<file path="src/verilog/mto_map.svh">
// Purpose: offsets, field positions, reset values and timing counts
// Assumes: currents in 0.01 A, frequency in 0.01 Hz, 32-bit bus words
// Notes:   shared by the thermal overload block only
`ifndef MTO_MAP_SVH
`define MTO_MAP_SVH

// ****************************************************************
// register offsets (byte addresses)
// ****************************************************************
`define MTO_OFF_FIRST_RATED   8'h00
`define MTO_OFF_SECOND_RATED  8'h04
`define MTO_OFF_APPLIED_MOTOR 8'h08
`define MTO_OFF_SECOND_MOTOR  8'h0c
`define MTO_OFF_USER_GROUP    8'h10
`define MTO_OFF_CARRIER       8'h14
`define MTO_OFF_STATUS        8'h18

// ****************************************************************
// status fields
// ****************************************************************
`define MTO_ST_PREALARM       0
`define MTO_ST_MOTOR_TRIP     1
`define MTO_ST_TRANS_TRIP     2
`define MTO_ST_CONST_TORQUE   3
`define MTO_ST_SECOND_ACTIVE  4

// ****************************************************************
// values and reset values
// ****************************************************************
`define MTO_RATED_MAX         16'hc350
`define MTO_SETTING_INVALID   16'h270f
`define MTO_SECOND_RATED_RST  16'h270f
`define MTO_APPLIED_RST       16'h0000
`define MTO_SECOND_MOTOR_RST  16'h270f
`define MTO_USER_GROUP_RST    16'h0000
`define MTO_CARRIER_RST       16'h0001
`define MTO_CARRIER_MAX       16'h000f
`define MTO_SMALL_DEFAULT_PCT 32'h00000055
`define MTO_PREALARM_PCT      64'h0000000000000055
`define MTO_FULL_PCT          64'h0000000000000064

// ****************************************************************
// timing and thermal characteristic
// ****************************************************************
`define MTO_CLK_MHZ           25
`define MTO_TICK_US           1000
`define MTO_COOL_SHIFT        16
`define MTO_TRANS_SHIFT       12
`define MTO_FREQ_CT_MIN       16'h0258
`define MTO_FREQ_BAND2        16'h07d0
`define MTO_FREQ_BAND3        16'h0bb8
`define MTO_W_LOWEST          4'he
`define MTO_W_BAND2           4'hb
`define MTO_W_BAND3           4'h9
`define MTO_W_NOMINAL         4'h8
`define MTO_TRANS_W_BASE      5'h10
`define MTO_TRANS_LIMIT_NUM   64'h0000000000000009

`endif

</file>
<file path="src/verilog/mto_pkg.sv">
// Purpose: types of the thermal overload block
// Assumes: nothing beyond the map header
// Notes:   constants live in mto_map.svh
package mto_pkg;

    // integration mode of one motor accumulator
    typedef enum logic [1:0] {
        mode_off,
        mode_actual,
        mode_cool
    } mto_mode_e;

    typedef logic [15:0] mto_setting_t;

endpackage : mto_pkg

</file>
<file path="src/verilog/mto_thermal_overload.sv">
// Purpose: electronic thermal overload relay for one or two motors
// Assumes: current and frequency inputs are synchronous, 0.01 A and 0.01 Hz units
// Notes:   registers over AXI4-Lite; trips clear only by reset
//
// Overview of operation
// RULE_01: first rated current setting, 0 to 500 A, is motor one's reference.
// RULE_02: first setting zero disables motor one protection; transistor protection stays.
// RULE_03: second rated setting 0 to 500 A used with select on; 9999 invalid.
// RULE_04: select input on makes protection use the second rated setting.
// RULE_05: each accumulator integrates actual current, integrates zero current, or is off.
// RULE_06: motor one: off if zero, else actual/cool by select, 9999 pair always actual.
// RULE_07: motor two: actual with select, cool without; zero off; 9999 conditional.
// RULE_08: prealarm when active accumulator reaches 85 percent of its level.
// RULE_09: motor overload trip when accumulator reaches 100 percent of its level.
// RULE_10: thermal fault cleared only by power-on reset or reset input.
// RULE_11: first setting defaults to drive rating, 85 percent for small drives.
// RULE_12: motor codes 1, 13-16, 50, 53, 54 select constant-torque characteristic.
// RULE_13: applied motor defaults to 0, standard; only listed codes accepted.
// RULE_14: second motor select defaults 9999 meaning none; 0 or 1 choose characteristic.
// RULE_15: higher carrier setting shortens transistor protection operating time.
// RULE_16: second setting and motor selects writable only when user group is 0.
// RULE_17: constant-torque characteristic applies only at 6 Hz or above.
// RULE_18: operator should not set rated current at 5 percent of drive or less.
// RULE_19: accumulator integrates weighted current squared minus cooling per fixed table.
`timescale 1ns/1ps
`include "mto_map.svh"

module mto_thermal_overload #(
    parameter logic [15:0] DRIVE_RATED_CURRENT = 16'h01f4,
    parameter bit          SMALL_DRIVE         = 1'b0,
    parameter int          TICK_CYCLES         = `MTO_TICK_US * `MTO_CLK_MHZ
) (
    input  wire logic        aclk,
    input  wire logic        aresetn,
    input  wire logic [7:0]  awaddr,
    input  wire logic        awvalid,
    output logic             awready,
    input  wire logic [31:0] wdata,
    input  wire logic [3:0]  wstrb,
    input  wire logic        wvalid,
    output logic             wready,
    output logic [1:0]       bresp,
    output logic             bvalid,
    input  wire logic        bready,
    input  wire logic [7:0]  araddr,
    input  wire logic        arvalid,
    output logic             arready,
    output logic [31:0]      rdata,
    output logic [1:0]       rresp,
    output logic             rvalid,
    input  wire logic        rready,
    input  wire logic [15:0] output_current,
    input  wire logic [15:0] output_frequency,
    input  wire logic        second_function_select,
    input  wire logic        fault_reset,
    output logic             thermal_prealarm,
    output logic             motor_overload_trip,
    output logic             transistor_overheat_trip,
    output logic             constant_torque_active
);

    // ****************************************************************
    // constants
    // ****************************************************************
    localparam logic [1:0]  RESP_OKAY   = 2'h0;
    localparam logic [1:0]  RESP_SLVERR = 2'h2;
    localparam logic [31:0] SCALED_RATED =
        (32'(DRIVE_RATED_CURRENT) * `MTO_SMALL_DEFAULT_PCT) / 32'h00000064;
    localparam logic [15:0] FIRST_RATED_RST =
        SMALL_DRIVE ? SCALED_RATED[15:0] : DRIVE_RATED_CURRENT; // [RULE_11]
    localparam logic [31:0] TICK_LAST = 32'(TICK_CYCLES - 1);

    // ****************************************************************
    // functions
    // ****************************************************************
    // register index from address, 7 for unmapped
    function automatic logic [2:0] reg_index(input logic [7:0] addr);
        case (addr)
            `MTO_OFF_FIRST_RATED:   reg_index = 3'h0;
            `MTO_OFF_SECOND_RATED:  reg_index = 3'h1;
            `MTO_OFF_APPLIED_MOTOR: reg_index = 3'h2;
            `MTO_OFF_SECOND_MOTOR:  reg_index = 3'h3;
            `MTO_OFF_USER_GROUP:    reg_index = 3'h4;
            `MTO_OFF_CARRIER:       reg_index = 3'h5;
            `MTO_OFF_STATUS:        reg_index = 3'h6;
            default:                reg_index = 3'h7;
        endcase
    endfunction : reg_index

    // constant-torque motor codes
    function automatic logic is_const_torque(input logic [15:0] code);
        is_const_torque = (code == 16'h0001) || (code >= 16'h000d && code <= 16'h0010)
                       || (code == 16'h0032) || (code == 16'h0035)
                       || (code == 16'h0036); // [RULE_12]
    endfunction : is_const_torque

    // listed applied motor codes only
    function automatic logic applied_code_ok(input logic [15:0] code);
        applied_code_ok = (code == 16'h0000) || is_const_torque(code)
                       || (code >= 16'h0003 && code <= 16'h0006)
                       || (code == 16'h0017) || (code == 16'h0018)
                       || (code == 16'h0028) || (code == 16'h002b)
                       || (code == 16'h002c); // [RULE_13]
    endfunction : applied_code_ok

    // heating weight in eighths; slow standard motors cool poorly
    function automatic logic [3:0] heat_weight(input logic [15:0] freq, input logic ct);
        if (freq < `MTO_FREQ_CT_MIN) begin
            heat_weight = `MTO_W_LOWEST;
        end else if (ct) begin
            heat_weight = `MTO_W_NOMINAL; // [RULE_17]
        end else if (freq < `MTO_FREQ_BAND2) begin
            heat_weight = `MTO_W_BAND2;
        end else if (freq < `MTO_FREQ_BAND3) begin
            heat_weight = `MTO_W_BAND3;
        end else begin
            heat_weight = `MTO_W_NOMINAL; // [RULE_19]
        end
    endfunction : heat_weight

    // byte-lane merge into a 16-bit setting
    function automatic logic [15:0] merge16(input logic [15:0] old,
                                            input logic [31:0] data,
                                            input logic [3:0]  strb);
        merge16 = {strb[1] ? data[15:8] : old[15:8], strb[0] ? data[7:0] : old[7:0]};
    endfunction : merge16

    // ****************************************************************
    // settings
    // ****************************************************************
    mto_pkg::mto_setting_t first_rated_motor_current;
    mto_pkg::mto_setting_t second_rated_motor_current;
    mto_pkg::mto_setting_t applied_motor_select;
    mto_pkg::mto_setting_t second_motor_select;
    mto_pkg::mto_setting_t user_group_read_select;
    mto_pkg::mto_setting_t carrier_frequency_select;

    // ****************************************************************
    // write channel decode
    // ****************************************************************
    logic [2:0]  wr_idx;
    logic [15:0] wr_old;
    logic [15:0] wr_val;
    logic        wr_group_ok;
    logic        wr_ok;
    logic        wr_take;

    assign wr_take = awvalid && wvalid && awready && wready;
    assign wr_idx  = reg_index(awaddr);
    assign wr_old  = (wr_idx == 3'h0) ? first_rated_motor_current :
                     (wr_idx == 3'h1) ? second_rated_motor_current :
                     (wr_idx == 3'h2) ? applied_motor_select :
                     (wr_idx == 3'h3) ? second_motor_select :
                     (wr_idx == 3'h4) ? user_group_read_select : carrier_frequency_select;
    assign wr_val  = merge16(wr_old, wdata, wstrb);
    assign wr_group_ok = (user_group_read_select == 16'h0000); // [RULE_16]
    assign wr_ok   = (wr_idx == 3'h0) ? (wr_val <= `MTO_RATED_MAX) : // [RULE_01]
                     (wr_idx == 3'h1) ? wr_group_ok && ((wr_val <= `MTO_RATED_MAX)
                                        || (wr_val == `MTO_SETTING_INVALID)) : // [RULE_03]
                     (wr_idx == 3'h2) ? wr_group_ok && applied_code_ok(wr_val) : // [RULE_13]
                     (wr_idx == 3'h3) ? wr_group_ok && ((wr_val == 16'h0000)
                                        || (wr_val == 16'h0001)
                                        || (wr_val == `MTO_SETTING_INVALID)) : // [RULE_14]
                     (wr_idx == 3'h4) ? 1'b1 :
                     (wr_idx == 3'h5) ? (wr_val <= `MTO_CARRIER_MAX) : 1'b0;

    // ****************************************************************
    // write channel
    // ****************************************************************
    // both channels accepted together; one write in flight
    always_ff @(posedge aclk) begin
        if (!aresetn) begin
            awready <= 1'b0;
            wready  <= 1'b0;
        end else begin
            awready <= awvalid && wvalid && !awready && !bvalid;
            wready  <= awvalid && wvalid && !awready && !bvalid;
        end
    end

    always_ff @(posedge aclk) begin
        if (!aresetn) begin
            bvalid <= 1'b0;
            bresp  <= RESP_OKAY;
        end else if (wr_take) begin
            bvalid <= 1'b1;
            bresp  <= wr_ok ? RESP_OKAY : RESP_SLVERR;
        end else if (bready) begin
            bvalid <= 1'b0;
        end
    end

    always_ff @(posedge aclk) begin
        if (!aresetn) begin
            first_rated_motor_current  <= FIRST_RATED_RST; // [RULE_11]
            second_rated_motor_current <= `MTO_SECOND_RATED_RST; // [RULE_03]
            applied_motor_select       <= `MTO_APPLIED_RST; // [RULE_13]
            second_motor_select        <= `MTO_SECOND_MOTOR_RST; // [RULE_14]
            user_group_read_select     <= `MTO_USER_GROUP_RST;
            carrier_frequency_select   <= `MTO_CARRIER_RST;
        end else if (wr_take && wr_ok) begin
            case (wr_idx)
                3'h0:    first_rated_motor_current  <= wr_val;
                3'h1:    second_rated_motor_current <= wr_val;
                3'h2:    applied_motor_select       <= wr_val;
                3'h3:    second_motor_select        <= wr_val;
                3'h4:    user_group_read_select     <= wr_val;
                3'h5:    carrier_frequency_select   <= wr_val;
                default: ;
            endcase
        end
    end

    // ****************************************************************
    // read channel
    // ****************************************************************
    logic [2:0]  rd_idx;
    logic [31:0] rd_data;
    logic [31:0] status_word;

    assign status_word = {27'h0000000, second_function_select, constant_torque_active,
                          transistor_overheat_trip, motor_overload_trip, thermal_prealarm};
    assign rd_idx  = reg_index(araddr);
    assign rd_data = (rd_idx == 3'h0) ? {16'h0000, first_rated_motor_current} :
                     (rd_idx == 3'h1) ? {16'h0000, second_rated_motor_current} :
                     (rd_idx == 3'h2) ? {16'h0000, applied_motor_select} :
                     (rd_idx == 3'h3) ? {16'h0000, second_motor_select} :
                     (rd_idx == 3'h4) ? {16'h0000, user_group_read_select} :
                     (rd_idx == 3'h5) ? {16'h0000, carrier_frequency_select} :
                     (rd_idx == 3'h6) ? status_word : 32'h00000000;

    always_ff @(posedge aclk) begin
        if (!aresetn) begin
            arready <= 1'b0;
            rvalid  <= 1'b0;
            rdata   <= 32'h00000000;
            rresp   <= RESP_OKAY;
        end else begin
            arready <= arvalid && !arready && !rvalid;
            if (arvalid && arready) begin
                rvalid <= 1'b1;
                rdata  <= rd_data;
                rresp  <= (rd_idx == 3'h7) ? RESP_SLVERR : RESP_OKAY;
            end else if (rready) begin
                rvalid <= 1'b0;
            end
        end
    end

    // ****************************************************************
    // integration tick
    // ****************************************************************
    logic [31:0] tick_count;
    logic        tick;

    always_ff @(posedge aclk) begin
        if (!aresetn || tick_count == TICK_LAST) begin
            tick_count <= 32'h00000000;
        end else begin
            tick_count <= tick_count + 32'h00000001;
        end
    end
    assign tick = (tick_count == TICK_LAST);

    // ****************************************************************
    // accumulator modes and characteristic
    // ****************************************************************
    logic              first_zero;
    logic              second_invalid;
    logic              second_motor_none;
    logic              ct_first;
    logic              ct_second;
    logic              use_second;
    mto_pkg::mto_mode_e mode [2];

    assign first_zero        = (first_rated_motor_current == 16'h0000);
    assign second_invalid    = (second_rated_motor_current == `MTO_SETTING_INVALID);
    assign second_motor_none = (second_motor_select == `MTO_SETTING_INVALID);

    // motor one accumulator
    assign mode[0] = first_zero ? mto_pkg::mode_off : // [RULE_02]
                     (second_invalid && second_motor_none) ? mto_pkg::mode_actual :
                     second_function_select ? mto_pkg::mode_cool :
                     mto_pkg::mode_actual; // [RULE_06]

    // motor two accumulator
    assign mode[1] = (second_rated_motor_current == 16'h0000) ? mto_pkg::mode_off :
                     (second_invalid && (second_motor_none || first_zero)) ?
                         mto_pkg::mode_off :
                     second_function_select ? mto_pkg::mode_actual :
                     mto_pkg::mode_cool; // [RULE_07]

    // second level only where motor two integrates the actual current
    assign use_second = second_function_select && (mode[1] == mto_pkg::mode_actual); // [RULE_04]

    assign ct_first  = is_const_torque(applied_motor_select); // [RULE_12]
    assign ct_second = second_motor_none ? ct_first
                                         : (second_motor_select == 16'h0001); // [RULE_14]

    // 9999 second setting borrows the first level
    logic [15:0] rated [2];
    logic [3:0]  weight [2];
    assign rated[0]  = first_rated_motor_current; // [RULE_01]
    assign rated[1]  = second_invalid ? first_rated_motor_current
                                      : second_rated_motor_current;
    assign weight[0] = heat_weight(output_frequency, ct_first);
    assign weight[1] = heat_weight(output_frequency, ct_second);

    // ****************************************************************
    // motor accumulators
    // ****************************************************************
    logic [63:0] acc       [2];
    logic [63:0] next_acc  [2];
    logic [63:0] limit     [2];
    logic        reach_pre [2];
    logic        reach_top [2];

    genvar g;
    generate
        for (g = 0; g < 2; g++) begin : g_motor
            logic [63:0] cur;
            logic [63:0] heat;

            assign cur  = (mode[g] == mto_pkg::mode_actual) ? 64'(output_current)
                                                            : 64'h0; // [RULE_05]
            assign heat = (cur * cur * 64'(weight[g])) >> 3;
            assign next_acc[g] = acc[g] + heat - (acc[g] >> `MTO_COOL_SHIFT); // [RULE_19]
            assign limit[g] = (64'(rated[g]) * 64'(rated[g])) << `MTO_COOL_SHIFT;
            assign reach_pre[g] = (acc[g] * `MTO_FULL_PCT)
                                  >= (limit[g] * `MTO_PREALARM_PCT); // [RULE_08]
            assign reach_top[g] = (mode[g] != mto_pkg::mode_off)
                                  && (acc[g] >= limit[g]); // [RULE_09]

            // reset input restarts the thermal history as well
            always_ff @(posedge aclk) begin
                if (!aresetn || fault_reset || mode[g] == mto_pkg::mode_off) begin
                    acc[g] <= 64'h0; // [RULE_10]
                end else if (tick) begin
                    acc[g] <= next_acc[g];
                end
            end
        end
    endgenerate

    // ****************************************************************
    // transistor accumulator
    // ****************************************************************
    logic [63:0] trans_acc;
    logic [63:0] trans_heat;
    logic [63:0] trans_limit;
    logic [4:0]  trans_weight;

    // weight in sixteenths grows with carrier setting
    assign trans_weight = `MTO_TRANS_W_BASE + carrier_frequency_select[4:0]; // [RULE_15]
    assign trans_heat   = (64'(output_current) * 64'(output_current)
                           * 64'(trans_weight)) >> 4;
    assign trans_limit  = ((64'(DRIVE_RATED_CURRENT) * 64'(DRIVE_RATED_CURRENT)
                           * `MTO_TRANS_LIMIT_NUM) >> 2) << `MTO_TRANS_SHIFT;

    always_ff @(posedge aclk) begin
        if (!aresetn || fault_reset) begin
            trans_acc <= 64'h0;
        end else if (tick) begin
            trans_acc <= trans_acc + trans_heat
                         - (trans_acc >> `MTO_TRANS_SHIFT); // [RULE_02]
        end
    end

    // ****************************************************************
    // indications and trips
    // ****************************************************************
    logic active_pre;
    assign active_pre = use_second ? reach_pre[1]
                                   : (mode[0] != mto_pkg::mode_off) && reach_pre[0];

    always_ff @(posedge aclk) begin
        if (!aresetn) begin
            thermal_prealarm       <= 1'b0;
            constant_torque_active <= 1'b0;
        end else begin
            thermal_prealarm       <= active_pre; // [RULE_08]
            constant_torque_active <= (use_second ? ct_second : ct_first)
                                      && (output_frequency >= `MTO_FREQ_CT_MIN); // [RULE_17]
        end
    end

    // latched; a new overload wins over nothing, only reset clears
    always_ff @(posedge aclk) begin
        if (!aresetn || fault_reset) begin
            motor_overload_trip      <= 1'b0; // [RULE_10]
            transistor_overheat_trip <= 1'b0;
        end else begin
            if (reach_top[0] || reach_top[1]) begin
                motor_overload_trip <= 1'b1; // [RULE_09]
            end
            if (trans_acc >= trans_limit) begin
                transistor_overheat_trip <= 1'b1; // [RULE_15]
            end
        end
    end

endmodule : mto_thermal_overload

</file>
<file path="config.mk">
export PLATFORM = sky130hd
export DESIGN_NAME = mto_thermal_overload
export DESIGN_NICKNAME = d
export VERILOG_FILES = /design/src/verilog/mto_pkg.sv /design/src/verilog/mto_thermal_overload.sv
export VERILOG_INCLUDE_DIRS = /design/src /design/src/verilog
export SDC_FILE = /design/constraint.sdc
export NUM_CORES = 2
export LEC_CHECK = 0
export BUFFER_PORTS_ARGS = -buffer_cell sky130_fd_sc_hd__buf_4
export CAP_MARGIN = 5
export CORE_ASPECT_RATIO = 1.4
export CORE_MARGIN = 5
export CORE_UTILIZATION = 41
export CTS_CLUSTER_SIZE = 20
export DETAILED_ROUTE_END_ITERATION = 8
export GPL_ROUTABILITY_DRIVEN = 0
export PLACE_DENSITY = 0.6
export SYNTH_ARGS = -nofsm -noshare
export SYNTH_HDL_FRONTEND = slang
export SYNTH_SLANG_ARGS = --single-unit
</file>
<file path="constraint.sdc">
create_clock -name aclk -period 17.7 [get_ports aclk]
set_input_delay 3.54 -clock aclk [delete_from_list [all_inputs] [get_ports aclk]]
set_output_delay 3.54 -clock aclk [all_outputs]
set_load 0.02 [all_outputs]
</file>
==> metrics.txt <==
run status=finished, final reports clean; Die X=between 400 and 500 um; CTS root buf=clkbuf_16; crit end category=register; Die Ht=a little under 600 um; Synth top cells by count=inv_1 (2555), ha_1 (1585), fa_1 (1333); period utilization=a little over nine tenths; Synth Area in Simple Gates=13.9%; Final setup viols=0; synth warn=0; global-route usage over all layers=20.4%; CTS tree=done; routed len/inst=17.1 um; CP dominant cell by count=fa_1; Slowest-stage cell, CP=a21oi_4; Layout area overhead=6.42%; fraction of synthesized area in multiplexers=less than 1%; effective utilization at floorplan=41.1%; largest net degree at the start of global routing=between 60 and 70; IO Port Bufs=98; vias in the first global route=83100; cell taking the most area after synthesis=fa_1; largest family of logic cells by synthesized area=adder cells; Rel. slew slack=20.9%; worst hold path type=register to register; # H-tree levels=2; Core ar.=about 240000 um^2; M3 GR Usage=1.58%; ranking of synthesized cells by area=fa_1 (27%), ha_1 (20%), inv_1 (9.8%); worst slack, placed=~0.19 ns; critical path peak fanout=19; post-synthesis compound-gate area fraction=12.9%; setup ws final=a little over 0.8 ns; Tightest Pin Transition=1.18 ns; Final Hold Fails=0; via count=77600; Synth top area share=27.3%; syn_area_per_cell=8.39 um^2; post-layout minimum cycle time=16.88 ns; GR Layer Usage met2=39.1%; Synth Area in XOR/XNOR=5.31%; GRT overflow=0; Max-Cap Viols=0; GR peak layer=met2; Primary FF master, synth=dfxtp_1; slowest stage delay, CP=0.58 ns; FFs w/ async S/R, synth=0%; TNS Setup=0 ns; CTS max path bufs=3; count leader, synth=inv_1; Ports=138; die area=249000 um^2; post-synthesis sequential area ratio=8.39%; first-pass GRT wire length=approximately 420000 um; CTS Hold Bufs=0; cell row count=roughly 210; clock slew at reported path FFs=around 0.06 ns; met1 Use GR=between 20% and 30%; share of cells above drive strength 1=3.74%; ANT nets after route=0; CP Class=input port to register; CP Launch Type=input port; post-CTS setup buffers=0; Slew Viols, Final=0; nets@finish=around 15000; EDFF count, synth=128; Starting DRT DRC Count=a little under 4000; number of remaining DRC errors=0; crit path DAT=roughly 17 ns; aggregate routed wire length=253000 um; Layout Utilization=43.8%; worst skew pair latency=0.67 ns; PostCTS Resize Cnt=0; cell count after synthesis=about 12000; synthesized area=97900 um^2; Yosys cell types=104; Sink Count=346; DR pass1 iterations=8; Max Fclk=0.0592 GHz; initial antenna violation count=3; Vias/cell=5.23; post-synthesis adder-cell area fraction=approximately 48%; post-detail-place hpwl=217000 um; Clock Skew=0.0541 ns; Cells after DPL=14700; final std cells w/o fill=14800; Crit path required time=18.10 ns; CTS buffer count=44; Yosys reg bits=346; fillers=between 20000 and 25000; RSZ-0062 raised after global routing=no
## worst paths after layout
path | endpoint | start | cells past startpoint | slack [ns]
max | acc[0][56]$_SDFFCE_PN0P_ | second_function_select | 52 | 0.82
min | tick_count[0]$_SDFF_PP0_ | tick_count[0]$_SDFF_PP0_ | 1 | 0.46
max reg2reg | acc[0][56]$_SDFFCE_PN0P_ | second_rated_motor_current[14]$_SDFFE_PN0P_ | 56 | 1.67
min reg2reg | tick_count[0]$_SDFF_PP0_ | tick_count[0]$_SDFF_PP0_ | 1 | 0.46
## per-layer routing
metal	part of all wire, %	routed length, um
met1	40	102000
met2	52	132000
met3	3.5	8910
met4	4.1	10400
met5	0	0
## metrics by stage
stage | hold WS (ns) | area [um^2]
3_3_place_gp | 0.430 | 103000
4_1_cts | 0.459 | 104000
5_1_grt | 0.474 | 104000
3_5_place_dp | 0.446 | 103000
6_report | 0.457 | 104000
2_1_floorplan | 0.418 | 98000
## kinds of logic after synthesis
kind of cell / Yosys count
and+or+nand+nor: 2920
adders and majority gates: 2918
buffers and inverters: 2853
AOI/OAI and AO/OA: 1956
xor gates and xnor gates: 593
DFF: 346
muxes: 80
other: 2
## sequential cells by signal, indices dropped and copies added, names as in the netlist
name,count
applied_motor_select,16
transistor_overheat_trip,1
thermal_prealarm,1
user_group_read_select,16
motor_overload_trip,1
rresp,1
trans_acc,64
second_rated_motor_current,16
rdata,16
second_motor_select,16
acc,128
bvalid,1
rvalid,1
wready,1
arready,1
first_rated_motor_current,16
tick_count,32
constant_torque_active,1
bresp,1
carrier_frequency_select,16
## worst max-delay path, delay by kind of cell
kind,cells,cell delay (ns)
adder cells (fa/ha/maj),12,5.47
XOR/XNOR,3,0.61
AO/OA/AOI/OAI,17,4.34
AND/OR/NAND/NOR,11,2.23
buffers and inverters,9,1.05
## layout make-up
type	count	area (um^2)	area share, %
Multi-Input combinational cell	8492	79000	75.9
Inverter	2562	9620	9.23
Sequential cell	346	8210	7.88
Tap cell	3103	3880	3.73
Timing Repair Buffer	241	1830	1.76
Clock buffer	54	1220	1.17
Clock inverter	28	354	0.340
Antenna cell	2	5.00	0.00481
## layout by cell type, fill, tap and decap left out, drive strengths merged, types with 202 or more instances in the layout
cell type / netlist / routed
inv: 2555 / 2560
ha: 1585 / 1585
fa: 1333 / 1333
nor2: 932 / 932
nand2: 853 / 853
a21oi: 633 / 633
xnor2: 376 / 376
o21ai: 317 / 317
a21o: 304 / 304
buf: 46 / 241
dfxtp: 218 / 218
xor2: 217 / 217
and2: 202 / 202
Power is left out: the tool's default activity adds up to more than one toggle a clock period on the data nets, which glitch-free logic cannot reach.
